`config.mk`:
```
export PLATFORM = sky130hd
export DESIGN_NAME = ptm_periodic_timer
export DESIGN_NICKNAME = d
export VERILOG_FILES = /design/src/ptm_axil_slave.v /design/src/ptm_clock_select.v /design/src/ptm_periodic_timer.v
export VERILOG_INCLUDE_DIRS = /design/src
export SDC_FILE = /design/constraint.sdc
export NUM_CORES = 1
export LEC_CHECK = 0
export ABC_AREA = 0
export ABC_CLOCK_PERIOD_IN_PS = 5580
export BUFFER_PORTS_ARGS = -buffer_cell sky130_fd_sc_hd__buf_2
export CAP_MARGIN = 20
export CORE_UTILIZATION = 55
export CTS_BUF_LIST = sky130_fd_sc_hd__clkbuf_8
export CTS_CLUSTER_DIAMETER = 30
export CTS_CLUSTER_SIZE = 20
export DETAILED_ROUTE_END_ITERATION = 10
export GPL_TIMING_DRIVEN = 0
export PLACE_DENSITY_LB_ADDON = 0.08
export SYNTH_ARGS = -nofsm -noshare
export SYNTH_HDL_FRONTEND = slang
export SYNTH_SLANG_ARGS = --single-unit
```
`constraint.sdc`:
```
create_clock -name clk_sys -period 5.58 [get_ports clk_sys]
set_input_delay 0.837 -clock clk_sys [delete_from_list [all_inputs] [get_ports clk_sys]]
set_output_delay 0.837 -clock clk_sys [all_outputs]
set_load 0.01 [all_outputs]
```
`src/ptm_defines.vh`:
```
// Register offsets, field positions, reset values and timing constants of the periodic timer.
`ifndef PTM_DEFINES_VH
`define PTM_DEFINES_VH

`define PTM_OFF_DUTY_LO     12'h000
`define PTM_OFF_DUTY_HI     12'h004
`define PTM_OFF_PERIOD_LO   12'h008
`define PTM_OFF_PERIOD_HI   12'h00c
`define PTM_OFF_CTRL0       12'h010
`define PTM_OFF_CTRL1       12'h014
`define PTM_OFF_COUNT_LO    12'h018
`define PTM_OFF_COUNT_HI    12'h01c
`define PTM_OFF_FLAGS       12'h020

`define PTM_RST_BYTE        8'h00

`define PTM_C0_PAUSE        7
`define PTM_C0_CKSEL_HI     6
`define PTM_C0_CKSEL_LO     4
`define PTM_C0_ON           3
`define PTM_C1_MODE_HI      7
`define PTM_C1_MODE_LO      6
`define PTM_C1_PIN_HI       5
`define PTM_C1_PIN_LO       4
`define PTM_C1_OC           3
`define PTM_C1_POL          2
`define PTM_C1_CCLR         0
`define PTM_FL_A            0
`define PTM_FL_P            1

`define PTM_MODE_CMP        2'b00
`define PTM_MODE_PWM        2'b10
`define PTM_MODE_TC         2'b11
`define PTM_PIN_NONE        2'b00
`define PTM_PIN_LOW         2'b01
`define PTM_PIN_HIGH        2'b10
`define PTM_PIN_TOGGLE      2'b11

`define PTM_CK_SYS4         3'b000
`define PTM_CK_SYS          3'b001
`define PTM_CK_H16          3'b010
`define PTM_CK_H64          3'b011
`define PTM_CK_SUB0         3'b100
`define PTM_CK_SUB1         3'b101
`define PTM_CK_EXT_RISE     3'b110
`define PTM_CK_EXT_FALL     3'b111

`define PTM_DIV_SYS4        4
`define PTM_DIV_H16         16
`define PTM_DIV_H64         64
`define PTM_DIV_SUB         32

`define PTM_CNT_MAX         10'h3ff

`endif

```
`src/ptm_axil_slave.v`:
```
// AXI4-Lite slave front end producing single-cycle register strobes.
`timescale 1ns/1ns
module ptm_axil_slave (
  input  wire        clk_sys,
  input  wire        srst,
  input  wire [11:0] s_axi_awaddr,
  input  wire        s_axi_awvalid,
  output reg         s_axi_awready,
  input  wire [31:0] s_axi_wdata,
  input  wire [3:0]  s_axi_wstrb,
  input  wire        s_axi_wvalid,
  output reg         s_axi_wready,
  output reg  [1:0]  s_axi_bresp,
  output reg         s_axi_bvalid,
  input  wire        s_axi_bready,
  input  wire [11:0] s_axi_araddr,
  input  wire        s_axi_arvalid,
  output reg         s_axi_arready,
  output reg  [31:0] s_axi_rdata,
  output reg  [1:0]  s_axi_rresp,
  output reg         s_axi_rvalid,
  input  wire        s_axi_rready,
  output reg         wr_en,
  output reg  [11:0] wr_addr,
  output reg  [7:0]  wr_data,
  output reg         rd_en,
  output reg  [11:0] rd_addr,
  input  wire [7:0]  rd_data,
  input  wire        rd_ok,
  input  wire        wr_ok
);

  reg        aw_have;
  reg        w_have;
  reg        w_lane;
  reg        rd_wait;

  always @(posedge clk_sys) begin
    if (srst) begin
      s_axi_awready <= 1'b0;
      s_axi_wready  <= 1'b0;
      s_axi_bvalid  <= 1'b0;
      s_axi_bresp   <= 2'b00;
      s_axi_arready <= 1'b0;
      s_axi_rvalid  <= 1'b0;
      s_axi_rresp   <= 2'b00;
      s_axi_rdata   <= 32'h00000000;
      aw_have       <= 1'b0;
      w_have        <= 1'b0;
      w_lane        <= 1'b0;
      wr_en         <= 1'b0;
      wr_addr       <= 12'h000;
      wr_data       <= 8'h00;
      rd_en         <= 1'b0;
      rd_addr       <= 12'h000;
      rd_wait       <= 1'b0;
    end else begin
      s_axi_awready <= 1'b0;
      s_axi_wready  <= 1'b0;
      s_axi_arready <= 1'b0;
      wr_en         <= 1'b0;
      rd_en         <= 1'b0;
      // Address and data are taken independently, in either order.
      if (s_axi_awvalid && !aw_have && !s_axi_awready && !s_axi_bvalid) begin
        s_axi_awready <= 1'b1;
        aw_have       <= 1'b1;
        wr_addr       <= s_axi_awaddr;
      end
      if (s_axi_wvalid && !w_have && !s_axi_wready && !s_axi_bvalid) begin
        s_axi_wready <= 1'b1;
        w_have       <= 1'b1;
        w_lane       <= s_axi_wstrb[0];
        wr_data      <= s_axi_wdata[7:0];
      end
      if (aw_have && w_have && !wr_en && !s_axi_bvalid) begin
        // Only byte lane 0 carries register bits; other lanes are ignored.
        wr_en        <= w_lane;
        s_axi_bvalid <= 1'b1;
        s_axi_bresp  <= wr_ok ? 2'b00 : 2'b10;
        aw_have      <= 1'b0;
        w_have       <= 1'b0;
      end
      if (s_axi_bvalid && s_axi_bready) begin
        s_axi_bvalid <= 1'b0;
      end
      if (s_axi_arvalid && !rd_wait && !s_axi_arready && !s_axi_rvalid) begin
        s_axi_arready <= 1'b1;
        rd_addr       <= s_axi_araddr;
        rd_wait       <= 1'b1;
      end
      if (rd_wait && !s_axi_arready) begin
        rd_en        <= 1'b1;
        rd_wait      <= 1'b0;
        s_axi_rvalid <= 1'b1;
        s_axi_rdata  <= {24'h000000, rd_data};
        s_axi_rresp  <= rd_ok ? 2'b00 : 2'b10;
      end
      if (s_axi_rvalid && s_axi_rready) begin
        s_axi_rvalid <= 1'b0;
      end
    end
  end

endmodule // ptm_axil_slave

```
`src/ptm_clock_select.v`:
```
// Counter tick generator: divided internal rates and external pin edges.
`timescale 1ns/1ns
`include "ptm_defines.vh"
module ptm_clock_select #(
  parameter SUB_DIV = `PTM_DIV_SUB
) (
  input  wire       clk_sys,
  input  wire       srst,
  input  wire [2:0] clk_sel,
  input  wire       ext_pin,
  output reg        tick,
  output reg        ext_rise,
  output reg        ext_fall
);

  reg [6:0] div_reg;
  reg [6:0] sub_reg;
  reg       ext_reg;

  always @(posedge clk_sys) begin
    if (srst) begin
      div_reg  <= 7'h00;
      sub_reg  <= 7'h00;
      ext_reg  <= 1'b0;
      tick     <= 1'b0;
      ext_rise <= 1'b0;
      ext_fall <= 1'b0;
    end else begin
      div_reg  <= div_reg + 7'h01;
      sub_reg  <= (sub_reg == SUB_DIV - 1) ? 7'h00 : sub_reg + 7'h01;
      ext_reg  <= ext_pin;
      ext_rise <= ext_pin & ~ext_reg;
      ext_fall <= ~ext_pin & ext_reg;
      case (clk_sel)
        `PTM_CK_SYS4:     tick <= (div_reg[1:0] == 2'h3);
        `PTM_CK_SYS:      tick <= 1'b1;
        `PTM_CK_H16:      tick <= (div_reg[3:0] == 4'hf);
        `PTM_CK_H64:      tick <= (div_reg[5:0] == 6'h3f);
        `PTM_CK_SUB0,
        `PTM_CK_SUB1:     tick <= (sub_reg == SUB_DIV - 1);
        `PTM_CK_EXT_RISE: tick <= ext_pin & ~ext_reg;
        `PTM_CK_EXT_FALL: tick <= ~ext_pin & ext_reg;
        default:          tick <= 1'b0;
      endcase
    end
  end

endmodule // ptm_clock_select

```
`src/ptm_periodic_timer.v`:
```
// Periodic 10-bit timer with compare, timer/counter, PWM and single-pulse modes.
// Operation
// - Two-bit mode field selects four modes; code decodes three, single pulse is PWM with toggle pin field.
// - Clear-select low: clear on P match or overflow.
// - Clear-select high: clear on A, no P flag.
// - Compare A zero: overflow at 3FF, no A flag.
// - Compare mode pin changes only on A match.
// - A match sets, clears or toggles pin.
// - Timer-on rise loads pin initial level.
// - Timer/counter mode like compare, pin undriven.
// - PWM period from P match, clear-select ignored.
// - Period zero gives 1024 clocks.
// - Duty at or above period gives full duty.
// - PWM flags on A and P matches.
// - Output-control sets polarity, pin field forces.
// - PWM counting continues while pin forced.
// - Timer-on rise starts pulse and counter.
// - External pin edge sets timer-on bit.
// - A match ends pulse, clears timer-on.
// - Single pulse ignores period and clear-select.
// - Timer-on rise zeroes counter, fall holds.
// - Three-bit field selects counter clock.
// - Pause bit freezes and resumes counter.
// - Polarity bit inverts driven pin level.
//
// Decided for this implementation: register access over AXI4-Lite and the placing of the registers.
`timescale 1ns/1ns
`include "ptm_defines.vh"
module ptm_periodic_timer #(
  parameter CNT_W   = 10,
  parameter SUB_DIV = `PTM_DIV_SUB
) (
  input  wire        clk_sys,
  input  wire        srst,
  input  wire [11:0] s_axi_awaddr,
  input  wire        s_axi_awvalid,
  output wire        s_axi_awready,
  input  wire [31:0] s_axi_wdata,
  input  wire [3:0]  s_axi_wstrb,
  input  wire        s_axi_wvalid,
  output wire        s_axi_wready,
  output wire [1:0]  s_axi_bresp,
  output wire        s_axi_bvalid,
  input  wire        s_axi_bready,
  input  wire [11:0] s_axi_araddr,
  input  wire        s_axi_arvalid,
  output wire        s_axi_arready,
  output wire [31:0] s_axi_rdata,
  output wire [1:0]  s_axi_rresp,
  output wire        s_axi_rvalid,
  input  wire        s_axi_rready,
  input  wire        ext_clock_trigger_pin,
  output reg         timer_output_pin,
  output reg         timer_output_pin_oe,
  output reg         a_match_flag,
  output reg         p_match_flag
);

  wire        wr_en;
  wire [11:0] wr_addr;
  wire [7:0]  wr_data;
  wire        rd_en;
  wire [11:0] rd_addr;
  reg  [7:0]  rd_data;
  reg         rd_ok;
  reg         wr_ok;
  wire        tick;
  wire        ext_rise;
  wire        ext_fall;

  reg  [7:0]       duty_compare_low_reg;
  reg  [1:0]       duty_compare_high_reg;
  reg  [7:0]       period_compare_low_reg;
  reg  [1:0]       period_compare_high_reg;
  reg              pause_bit_reg;
  reg  [2:0]       clock_select_field_reg;
  reg              timer_on_bit_reg;
  reg  [1:0]       mode_field_reg;
  reg  [1:0]       pin_function_field_reg;
  reg              output_control_bit_reg;
  reg              output_polarity_bit_reg;
  reg              reserved_bit_reg;
  reg              clear_select_bit_reg;
  reg              on_prev_reg;
  reg  [CNT_W-1:0] count_reg;
  reg  [CNT_W-1:0] count_next;
  reg              level_reg;
  reg              level_next;
  reg              pwm_reg;
  reg              on_next;
  reg              a_hit;
  reg              p_hit;
  reg              set_a;
  reg              set_p;
  reg              pin_next;
  reg              oe_next;

  wire [CNT_W-1:0] compare_a_value = {duty_compare_high_reg, duty_compare_low_reg};
  wire [CNT_W-1:0] period_value    = {period_compare_high_reg, period_compare_low_reg};
  wire             is_cmp  = (mode_field_reg == `PTM_MODE_CMP) ||
                             (mode_field_reg == `PTM_MODE_TC);
  wire             is_pwm  = (mode_field_reg == `PTM_MODE_PWM);
  wire             is_sp   = is_pwm && (pin_function_field_reg == `PTM_PIN_TOGGLE);
  wire             on_rise = timer_on_bit_reg & ~on_prev_reg;
  wire             run     = timer_on_bit_reg & ~pause_bit_reg & tick;
  wire             trig    = (clock_select_field_reg == `PTM_CK_EXT_FALL) ? ext_fall : ext_rise;
  wire [CNT_W-1:0] cnt_inc = count_reg + {{(CNT_W-1){1'b0}}, 1'b1};

  ptm_axil_slave u_bus (
    .clk_sys       (clk_sys),
    .srst          (srst),
    .s_axi_awaddr  (s_axi_awaddr),
    .s_axi_awvalid (s_axi_awvalid),
    .s_axi_awready (s_axi_awready),
    .s_axi_wdata   (s_axi_wdata),
    .s_axi_wstrb   (s_axi_wstrb),
    .s_axi_wvalid  (s_axi_wvalid),
    .s_axi_wready  (s_axi_wready),
    .s_axi_bresp   (s_axi_bresp),
    .s_axi_bvalid  (s_axi_bvalid),
    .s_axi_bready  (s_axi_bready),
    .s_axi_araddr  (s_axi_araddr),
    .s_axi_arvalid (s_axi_arvalid),
    .s_axi_arready (s_axi_arready),
    .s_axi_rdata   (s_axi_rdata),
    .s_axi_rresp   (s_axi_rresp),
    .s_axi_rvalid  (s_axi_rvalid),
    .s_axi_rready  (s_axi_rready),
    .wr_en         (wr_en),
    .wr_addr       (wr_addr),
    .wr_data       (wr_data),
    .rd_en         (rd_en),
    .rd_addr       (rd_addr),
    .rd_data       (rd_data),
    .rd_ok         (rd_ok),
    .wr_ok         (wr_ok)
  );

  ptm_clock_select #(
    .SUB_DIV (SUB_DIV)
  ) u_clk (
    .clk_sys  (clk_sys),
    .srst     (srst),
    .clk_sel  (clock_select_field_reg),
    .ext_pin  (ext_clock_trigger_pin),
    .tick     (tick),
    .ext_rise (ext_rise),
    .ext_fall (ext_fall)
  );

  // Read mux; counter and flag registers show the block's live state.
  always @* begin
    rd_ok = 1'b1;
    case (rd_addr)
      `PTM_OFF_DUTY_LO:   rd_data = duty_compare_low_reg;
      `PTM_OFF_DUTY_HI:   rd_data = {6'h00, duty_compare_high_reg};
      `PTM_OFF_PERIOD_LO: rd_data = period_compare_low_reg;
      `PTM_OFF_PERIOD_HI: rd_data = {6'h00, period_compare_high_reg};
      `PTM_OFF_CTRL0:     rd_data = {pause_bit_reg, clock_select_field_reg,
                                     timer_on_bit_reg, 3'h0};
      `PTM_OFF_CTRL1:     rd_data = {mode_field_reg, pin_function_field_reg,
                                     output_control_bit_reg, output_polarity_bit_reg,
                                     reserved_bit_reg, clear_select_bit_reg};
      `PTM_OFF_COUNT_LO:  rd_data = count_reg[7:0];
      `PTM_OFF_COUNT_HI:  rd_data = {6'h00, count_reg[9:8]};
      `PTM_OFF_FLAGS:     rd_data = {6'h00, p_match_flag, a_match_flag};
      default: begin
        rd_data = 8'h00;
        rd_ok   = 1'b0;
      end
    endcase
  end

  always @* begin
    case (wr_addr)
      `PTM_OFF_DUTY_LO, `PTM_OFF_DUTY_HI, `PTM_OFF_PERIOD_LO, `PTM_OFF_PERIOD_HI,
      `PTM_OFF_CTRL0, `PTM_OFF_CTRL1, `PTM_OFF_FLAGS: wr_ok = 1'b1;
      default: wr_ok = 1'b0;
    endcase
  end

  // Counter, matches, timer-on control and pin level.
  always @* begin
    count_next = count_reg;
    level_next = level_reg;
    on_next    = timer_on_bit_reg;
    a_hit      = 1'b0;
    p_hit      = 1'b0;
    set_a      = 1'b0;
    set_p      = 1'b0;
    if (is_sp && !timer_on_bit_reg && trig) begin
      on_next = 1'b1;
    end
    if (on_rise) begin
      count_next = {CNT_W{1'b0}};
      level_next = output_control_bit_reg;
    end else if (run) begin
      count_next = cnt_inc;
      a_hit      = (cnt_inc == compare_a_value);
      p_hit      = (cnt_inc == period_value);
      if (is_sp) begin
        if (a_hit) begin
          set_a   = 1'b1;
          on_next = 1'b0;
        end
      end else if (is_pwm) begin
        set_a = a_hit;
        set_p = p_hit;
        if (p_hit) begin
          count_next = {CNT_W{1'b0}};
        end
      end else if (is_cmp) begin
        if (clear_select_bit_reg) begin
          set_a = a_hit && (compare_a_value != {CNT_W{1'b0}});
          if (set_a) begin
            count_next = {CNT_W{1'b0}};
          end
        end else begin
          set_a = a_hit && (compare_a_value != {CNT_W{1'b0}});
          set_p = p_hit;
          if (p_hit) begin
            count_next = {CNT_W{1'b0}};
          end
        end
        if (set_a) begin
          case (pin_function_field_reg)
            `PTM_PIN_LOW:    level_next = 1'b0;
            `PTM_PIN_HIGH:   level_next = 1'b1;
            `PTM_PIN_TOGGLE: level_next = ~level_reg;
            default:         level_next = level_reg;
          endcase
        end
      end
    end
  end

  // PWM waveform, polarity and forcing applied to the pin.
  always @* begin
    pin_next = 1'b0;
    oe_next  = 1'b1;
    if (mode_field_reg == `PTM_MODE_TC) begin
      oe_next = 1'b0;
    end else if (is_pwm) begin
      case (pin_function_field_reg)
        `PTM_PIN_NONE:   pin_next = ~output_control_bit_reg;
        `PTM_PIN_LOW:    pin_next = output_control_bit_reg;
        `PTM_PIN_HIGH:   pin_next = pwm_reg ? output_control_bit_reg : ~output_control_bit_reg;
        default:         pin_next = timer_on_bit_reg ? output_control_bit_reg :
                                                       ~output_control_bit_reg;
      endcase
      pin_next = pin_next ^ output_polarity_bit_reg;
    end else begin
      pin_next = level_reg ^ output_polarity_bit_reg;
    end
  end

  always @(posedge clk_sys) begin
    if (srst) begin
      duty_compare_low_reg    <= `PTM_RST_BYTE;
      duty_compare_high_reg   <= 2'b00;
      period_compare_low_reg  <= `PTM_RST_BYTE;
      period_compare_high_reg <= 2'b00;
      pause_bit_reg           <= 1'b0;
      clock_select_field_reg  <= 3'b000;
      timer_on_bit_reg        <= 1'b0;
      mode_field_reg          <= 2'b00;
      pin_function_field_reg  <= 2'b00;
      output_control_bit_reg  <= 1'b0;
      output_polarity_bit_reg <= 1'b0;
      reserved_bit_reg        <= 1'b0;
      clear_select_bit_reg    <= 1'b0;
      on_prev_reg             <= 1'b0;
      count_reg               <= {CNT_W{1'b0}};
      level_reg               <= 1'b0;
      pwm_reg                 <= 1'b0;
      a_match_flag            <= 1'b0;
      p_match_flag            <= 1'b0;
      timer_output_pin        <= 1'b0;
      timer_output_pin_oe     <= 1'b0;
    end else begin
      on_prev_reg         <= timer_on_bit_reg;
      count_reg           <= count_next;
      level_reg           <= level_next;
      timer_output_pin    <= pin_next;
      timer_output_pin_oe <= oe_next;
      // full duty when duty not below period
      if (on_rise || (run && set_p)) begin
        pwm_reg <= (compare_a_value != {CNT_W{1'b0}});
      end else if (set_a && (period_value == {CNT_W{1'b0}} || compare_a_value < period_value)) begin
        pwm_reg <= 1'b0;
      end
      timer_on_bit_reg <= on_next;
      if (wr_en) begin
        case (wr_addr)
          `PTM_OFF_DUTY_LO:   duty_compare_low_reg    <= wr_data;
          `PTM_OFF_DUTY_HI:   duty_compare_high_reg   <= wr_data[1:0];
          `PTM_OFF_PERIOD_LO: period_compare_low_reg  <= wr_data;
          `PTM_OFF_PERIOD_HI: period_compare_high_reg <= wr_data[1:0];
          `PTM_OFF_CTRL0: begin
            pause_bit_reg          <= wr_data[`PTM_C0_PAUSE];
            clock_select_field_reg <= wr_data[`PTM_C0_CKSEL_HI:`PTM_C0_CKSEL_LO];
            // software start; A-match clear wins over a same-cycle write.
            timer_on_bit_reg       <= wr_data[`PTM_C0_ON] & on_next | wr_data[`PTM_C0_ON] &
                                      ~(is_sp & set_a);
          end
          `PTM_OFF_CTRL1: begin
            mode_field_reg          <= wr_data[`PTM_C1_MODE_HI:`PTM_C1_MODE_LO];
            pin_function_field_reg  <= wr_data[`PTM_C1_PIN_HI:`PTM_C1_PIN_LO];
            output_control_bit_reg  <= wr_data[`PTM_C1_OC];
            output_polarity_bit_reg <= wr_data[`PTM_C1_POL];
            reserved_bit_reg        <= wr_data[1];
            clear_select_bit_reg    <= wr_data[`PTM_C1_CCLR];
          end
          default: begin
          end
        endcase
      end
      // Write-one-to-clear; a new match in the same cycle keeps the flag set.
      a_match_flag <= set_a | (a_match_flag & ~(wr_en && wr_addr == `PTM_OFF_FLAGS &&
                                                 wr_data[`PTM_FL_A]));
      p_match_flag <= set_p | (p_match_flag & ~(wr_en && wr_addr == `PTM_OFF_FLAGS &&
                                                 wr_data[`PTM_FL_P]));
    end
  end

endmodule // ptm_periodic_timer

```
; After elaboration in Yosys (flattened, before gate mapping)
; Index checks and enable logic that the tools add are counted.
; W data, S select, Z words.
[op_classes]
addsub = 3
n_lt_le_gt_ge = 1
eq_ne = 34
mux = 56
bitwise = 25
reduce_logical = 67
[op_table]
columns = operator, count
row1 = $eq A12 B5 Y1 const B, 6
row2 = $pmux W8 S9, 1
row3 = $mux W10, 6
row4 = $eq A12 B4 Y1 const B, 4
row5 = $mux W1, 44
row6 = $eq A12 B3 Y1 const B, 2
row7 = $eq A12 B6 Y1 const B, 2
row8 = $logic_and A1 B1 Y1, 24
row9 = $logic_not A12 Y1, 2
row10 = $eq A10 B10 Y1, 2
row11 = $reduce_or A2 Y1, 9
row12 = $add A7 B1 Y7 const B, 2
row13 = $eq A3 B3 Y1 const B, 4
row14 = $reduce_and A2 Y1, 6
row15 = $add A10 B1 Y10 const B, 1
row16 = $and A1 B1 Y1, 10
row17 = $eq A2 B2 Y1 const B, 5
row18 = $logic_not A1 Y1, 10
row19 = $logic_not A10 Y1, 1
row20 = $lt A10 B10 Y1, 1
row21 = $not A1 Y1, 10
row22 = $reduce_bool A10 Y1, 1
row23 = $reduce_or A9 Y1, 1
row24 = $reduce_bool A2 Y1, 4
row25 = 18 further kinds, 28
[word_totals]
reg_bits = 122
inputBits = 68
output_inout_bits = 45
elab_cells = 229

; Depth between registers and ports, before layout
[depth]
word_depth = 19
mapped_depth = 11
mapped_depth_nobuf = 9

; Cells and area by module
; A second synthesis with hierarchy kept.
[unflattened]
cells_unflattened = 735
hier_area_um2 = 6257.3
[by_module_without_submodules]
columns = mod, n_inst, cells_each, area_each_um2, seq_area_each_um2
row1 = ptm_periodic_timer, 1, 421, 3533.4, 1001.0
row2 = ptm_axil_slave, 1, 246, 2070.7, 1061.0
row3 = ptm_clock_select, 1, 68, 653.1, 340.3

; Worst setup path after synthesis
; Ideal clock, no wire load.
[synth_timing]
path_type = reg-to-reg
start = reg count_reg[0]
end = reg count_reg[6]
setup_time_ns = 0.125
t_arrival_ns = 2.548
required_ns = 5.455
setup_slack_ns = 2.907
stages_incl_launch_ff = 12
path_buffers = 4
period_less_slack_ns = 2.673
cell_sequence = dfxtp_1 -> buf_4 -> nand3_1 -> or4_4 -> buf_6 -> a2111oi_4 -> nand3_1 -> or4_1 -> buf_2 -> buf_2 -> a32oi_1 -> o31ai_1
[synth_between]
elab_chain_len = 8
elab_cells_between_ends = 10
classes_between = add/sub (1) / eq/ne (2) / mux (6) / reduce/logical (1)
[synth_rtl]
columns = element, line_no
row1 = start: declaration, ptm_periodic_timer.v:85  ; reg [CNT_W-1:0] count_reg;
row2 = start signal: assignment, ptm_periodic_timer.v:273  ; count_reg <= {CNT_W{1'b0}};
row3 = start signal: assignment, ptm_periodic_timer.v:282  ; count_reg <= count_next;
row4 = $add A10 B1 Y10 *, ptm_periodic_timer.v:107  ; wire [CNT_W-1:0] cnt_inc = count_reg + {{(CNT_W-1){1'b0}}, 1'b1};
row5 = $eq A10 B10 Y1, ptm_periodic_timer.v:199  ; a_hit = (cnt_inc == compare_a_value);
row6 = $logic_and A1 B1 Y1, ptm_periodic_timer.v:214  ; set_a = a_hit && (compare_a_value != {CNT_W{1'b0}});
row7 = $mux W10, ptm_periodic_timer.v:215  ; if (set_a) begin
row8 = $mux W10, ptm_periodic_timer.v:213  ; if (clear_select_bit_reg) begin
row9 = $mux W10, ptm_periodic_timer.v:212  ; end else if (is_cmp) begin
row10 = $mux W10, ptm_periodic_timer.v:206  ; end else if (is_pwm) begin
row11 = $mux W10 *, ptm_periodic_timer.v:201  ; if (is_sp) begin
; Every way passes the cells marked *; elsewhere a longest branch is shown, timed or not.
; A chain may end at the register's enable or synchronous reset.

; Worst setup path in the final report
[layout_timing]
start = reg count_reg[1]
end = reg pwm_reg
[layout_between]
elab_chain_len = 15
elab_cells_between_ends = 26
classes_between = add/sub (1) / eq/ne (2) / mux (18) / reduce/logical (5)
[layout_rtl]
columns = element, line_no
row1 = $add A10 B1 Y10 *, ptm_periodic_timer.v:107
row2 = $eq A10 B10 Y1, ptm_periodic_timer.v:199
row3 = $logic_and A1 B1 Y1, "ptm_periodic_timer.v:214, ptm_periodic_timer.v:219"
row4 = $mux W1, ptm_periodic_timer.v:212
row5 = $mux W1, ptm_periodic_timer.v:206
row6 = $mux W1, ptm_periodic_timer.v:201
row7 = $mux W1, ptm_periodic_timer.v:197  ; end else if (run) begin
row8 = $mux W1, ptm_periodic_timer.v:194  ; if (on_rise) begin
row9 = $mux W1, ptm_periodic_timer.v:212
row10 = $mux W1, ptm_periodic_timer.v:206
row11 = $mux W1, ptm_periodic_timer.v:201
row12 = $mux W1, ptm_periodic_timer.v:197
row13 = $mux W1, ptm_periodic_timer.v:194
row14 = $logic_and A1 B1 Y1, ptm_periodic_timer.v:289  ; end else if (set_a && (period_value == {CNT_W{1'b0}} || compare_a_value < period_value)) begin
row15 = $reduce_bool A2 Y1 (no line), -
row16 = end signal: assignment, ptm_periodic_timer.v:288  ; pwm_reg <= (compare_a_value != {CNT_W{1'b0}});
row17 = end: declaration, ptm_periodic_timer.v:89  ; reg pwm_reg;
; Every way passes the cells marked *; elsewhere a longest branch is shown, timed or not. The select of a mux whose other input is x is not followed.

==> results_dict.tcl <==
set metrics [dict create \
    yosys.area.top_type "dfxtp_1" \
    cp-start-kind "flip-flop" \
    clkTransAtPathRegs_ns 0.08 \
    status "completed" \
    worst_path_max_delay_cell "or4_1" \
    synthArstFlopShare_pct 0 \
    period_needed_ns 3.36 \
    ant_nets 0 \
    grtUsageTotal_pct 29.7 \
    crit_family "simple AND/OR/NAND/NOR gates" \
    drc 0 \
    antenna_cells 0 \
    rsz0062_at_grt "false" \
    overflow 0 \
    cts_setup_buffers 0 \
    grt_pass1_wl_mm 26.3 \
    crit_required_ns 5.90 \
    synth_area_leaders "dfxtp_1 38%, nand2_1 6.6%, mux2i_1 5.3%" \
    synthCells 747 \
    path_cells "ha_1 -> clkbuf_1 -> nand3_1 -> o21ai_0 -> nand4_1 -> or4_1 -> or4_1 -> a211oi_1 -> o2bb2ai_1" \
    synth.top_cells.by_count "119 x dfxtp_1, 109 x nand2_1, 80 x nor2_1" \
    fp-row-count 38 \
    hold-path-endpoint "u_clk.sub_reg[0]" \
    yosysMostFrequentCell "dfxtp_1" \
    wl_mm 16.6 \
    worst_pin_slew_ns 1.10 \
    cts_max_path_buffers 2 \
    crit_type "reg2reg" \
    final.setup.tns_ns 0 \
    path_common_cell "or4_1" \
    netlist_area_um2 6200 \
    maxCapViolations 0 \
    synth_mux_area_share_pct 6.42 \
    final_max_slew_viol_count 0 \
    coreArea_um2 10900 \
    p_per_area_nw_per_um2 262 \
    post-dp-hpwl_mm 12.4 \
    vdd_drop_max_mv 0.393 \
    hp-class "reg2reg" \
    synth_xor_area_share_pct 4.96 \
    cts_hold_buf 0 \
    yosysSeqAreaShare_pct 38.4 \
    synth_edf_count 0 \
    clock_latency_ns 0.44 \
    crit_fanout 7 \
    drt-initial-drc-count 412 \
    detail_route.wl_per_cell_um 16.6 \
    cts.htree.levels 4 \
    grt_pass1_vias 5361 \
    synth_compound_area_share_pct 15.0 \
    cts_tree "yes" \
    finalCritPeriodShare_pct 60.2 \
    synth-adder-area-share_pct 3.63 \
    numPortBuffers 58 \
    synth.top_cell.area_share_pct 38.4 \
    avgSynthCellArea_um2 8.30 \
    r2r-start "count_reg[1]" \
    yosys_warnings 0 \
    max_freq_ghz 0.298 \
    cp_slowest_stage_delay_ns 0.54 \
    dieHeight_um 108 \
    area_growth_syn_to_layout_pct 15.7 \
    cts_buffers 17 \
    antenna_found_initial 0 \
    worst_r2r_path_depth 9 \
    post_cts_resized 0 \
    synth_flop_cell "dfxtp_1" \
    r2r_slack_ns 2.22 \
    grt_max_degree 17 \
    first_pass_iters 5 \
    cts_sinks 119 \
    io_pins 113 \
    place_ws_ns 2.32 \
    synth-simple-area-share_pct 24.4 \
    drive_gt1_share_pct 16.4 \
    synthDistinctLibCells 64 \
    hold_depth 1 \
    min_from "u_clk.sub_reg[0]" \
    reg2reg_to "pwm_reg" \
    leakage_nw 2.81 \
    synth_top_family_by_area "simple AND/OR/NAND/NOR gates" \
    die-area_um2 11700 \
    setup_violations 0 \
    vias 5779 \
    fin_ws_ns 2.22 \
    finalHoldViolCount 0 \
    path_buf_inv 1 \
    initial_utilization_pct 56.7 \
    cts-root-buf "clkbuf_8" \
    via_per_inst 5.76 \
    place.gp.congestion 0.898 \
    cp.arrival_ns 3.68 \
    dieWidth_um 108 \
    ys_seq_elements 119 \
    slew_headroom_pct 26.6 \
    finClkSkew_ns 0.0115 \
    end_kind "flip-flop" \
    fin_nets 937 \
]
[layer usage]
| layer | vias to the layer above | share of wire [%] | GRT usage, % |
|---|---|---|---|
| met1 | 2675 | 42 | 37.5 |
| met2 | 260 | 46 | 47.0 |
| met3 | 53 | 8.1 | 7.35 |
| li1 | 2791 | - | - |
| met5 | - | 0 | 0 |
| met4 | 0 | 4.0 | 14.4 |
[logic make-up after synthesis]
kind of cell / count (synthesis)
multiplexers: 37
buffers and inverters: 84
AND/OR/NAND/NOR: 311
adder cells (fa/ha/maj): 18
other: 1
flip-flops: 119
AO/OA/AOI/OAI: 145
XOR/XNOR: 32
[power by group]
group / switching, W / leakage [nW] / internal, W / total (W)
sequential: 0.0000295 / 0.967 / 0.000882 / 0.000912
combinational: 0.000116 / 1.64 / 0.0000748 / 0.000191
clock: 0.000369 / 0.195 / 0.000411 / 0.000780
[cells in the final DEF, fill, tap and decap left out, types with 6 or more instances in the layout]
cell type and count:
nor4b_1 7, or4_1 6, a21oi_1 63, nand2b_1 8
conb_1 26, nor2b_1 11, a22oi_1 10, clkbuf_1 29
xnor2_1 21, dfxtp_1 119, nor3_1 14, nor2_1 80
o21ai_0 19, xor2_1 9, nand4_1 7, nor4_1 14
ha_1 18, buf_2 62, a211oi_1 7, clkbuf_8 18
mux2i_1 33, nand2_1 109, and3_1 9, o211ai_1 13
buf_4 28, inv_1 19, nor3b_1 7, nand3_1 19
[worst max-delay path by stage]
| stage | from | to | slack, ns | depth (start not counted) |
|---|---|---|---|---|
| finish | count_reg[1] | pwm_reg | 2.22 | 9 |
| global route | count_reg[1] | pwm_reg | 2.08 | 9 |
| CTS | count_reg[1] | pwm_reg | 2.29 | 9 |
| detailed placement | count_reg[1] | pwm_reg | 2.32 | 9 |
| global placement | count_reg[1] | pwm_reg | 2.33 | 9 |
| floorplan | count_reg[0] | count_reg[6] | 2.91 | 11 |
[area by class of cell]
| type | instances | area [um2] |
|---|---|---|
| Inverter | 19 | 71.3 |
| Clock buffer | 18 | 248 |
| Buffer | 65 | 369 |
| Tap cell | 140 | 175 |
| Multi-Input combinational cell | 569 | 3470 |
| Sequential cell | 119 | 2380 |
| Fill cell | 972 | 3760 |
| Clock inverter | 14 | 150 |
| Timing Repair Buffer | 60 | 307 |
[through the flow]
stage	total power [W]	hold slack (ns)	cell area, um2	util [%]	instances
after global routing	0.00196	0.458	7180	65.6	1004
after floorplan	0.00106	0.413	6300	-	772
after CTS	0.00189	0.440	7170	65.6	1003
after global placement	0.00111	0.428	6760	61.8	970
final	0.00188	0.437	7180	65.6	1004
after detailed placement	0.00112	0.430	6770	61.9	971
No activity file was read; power rests on OpenSTA's default activity.
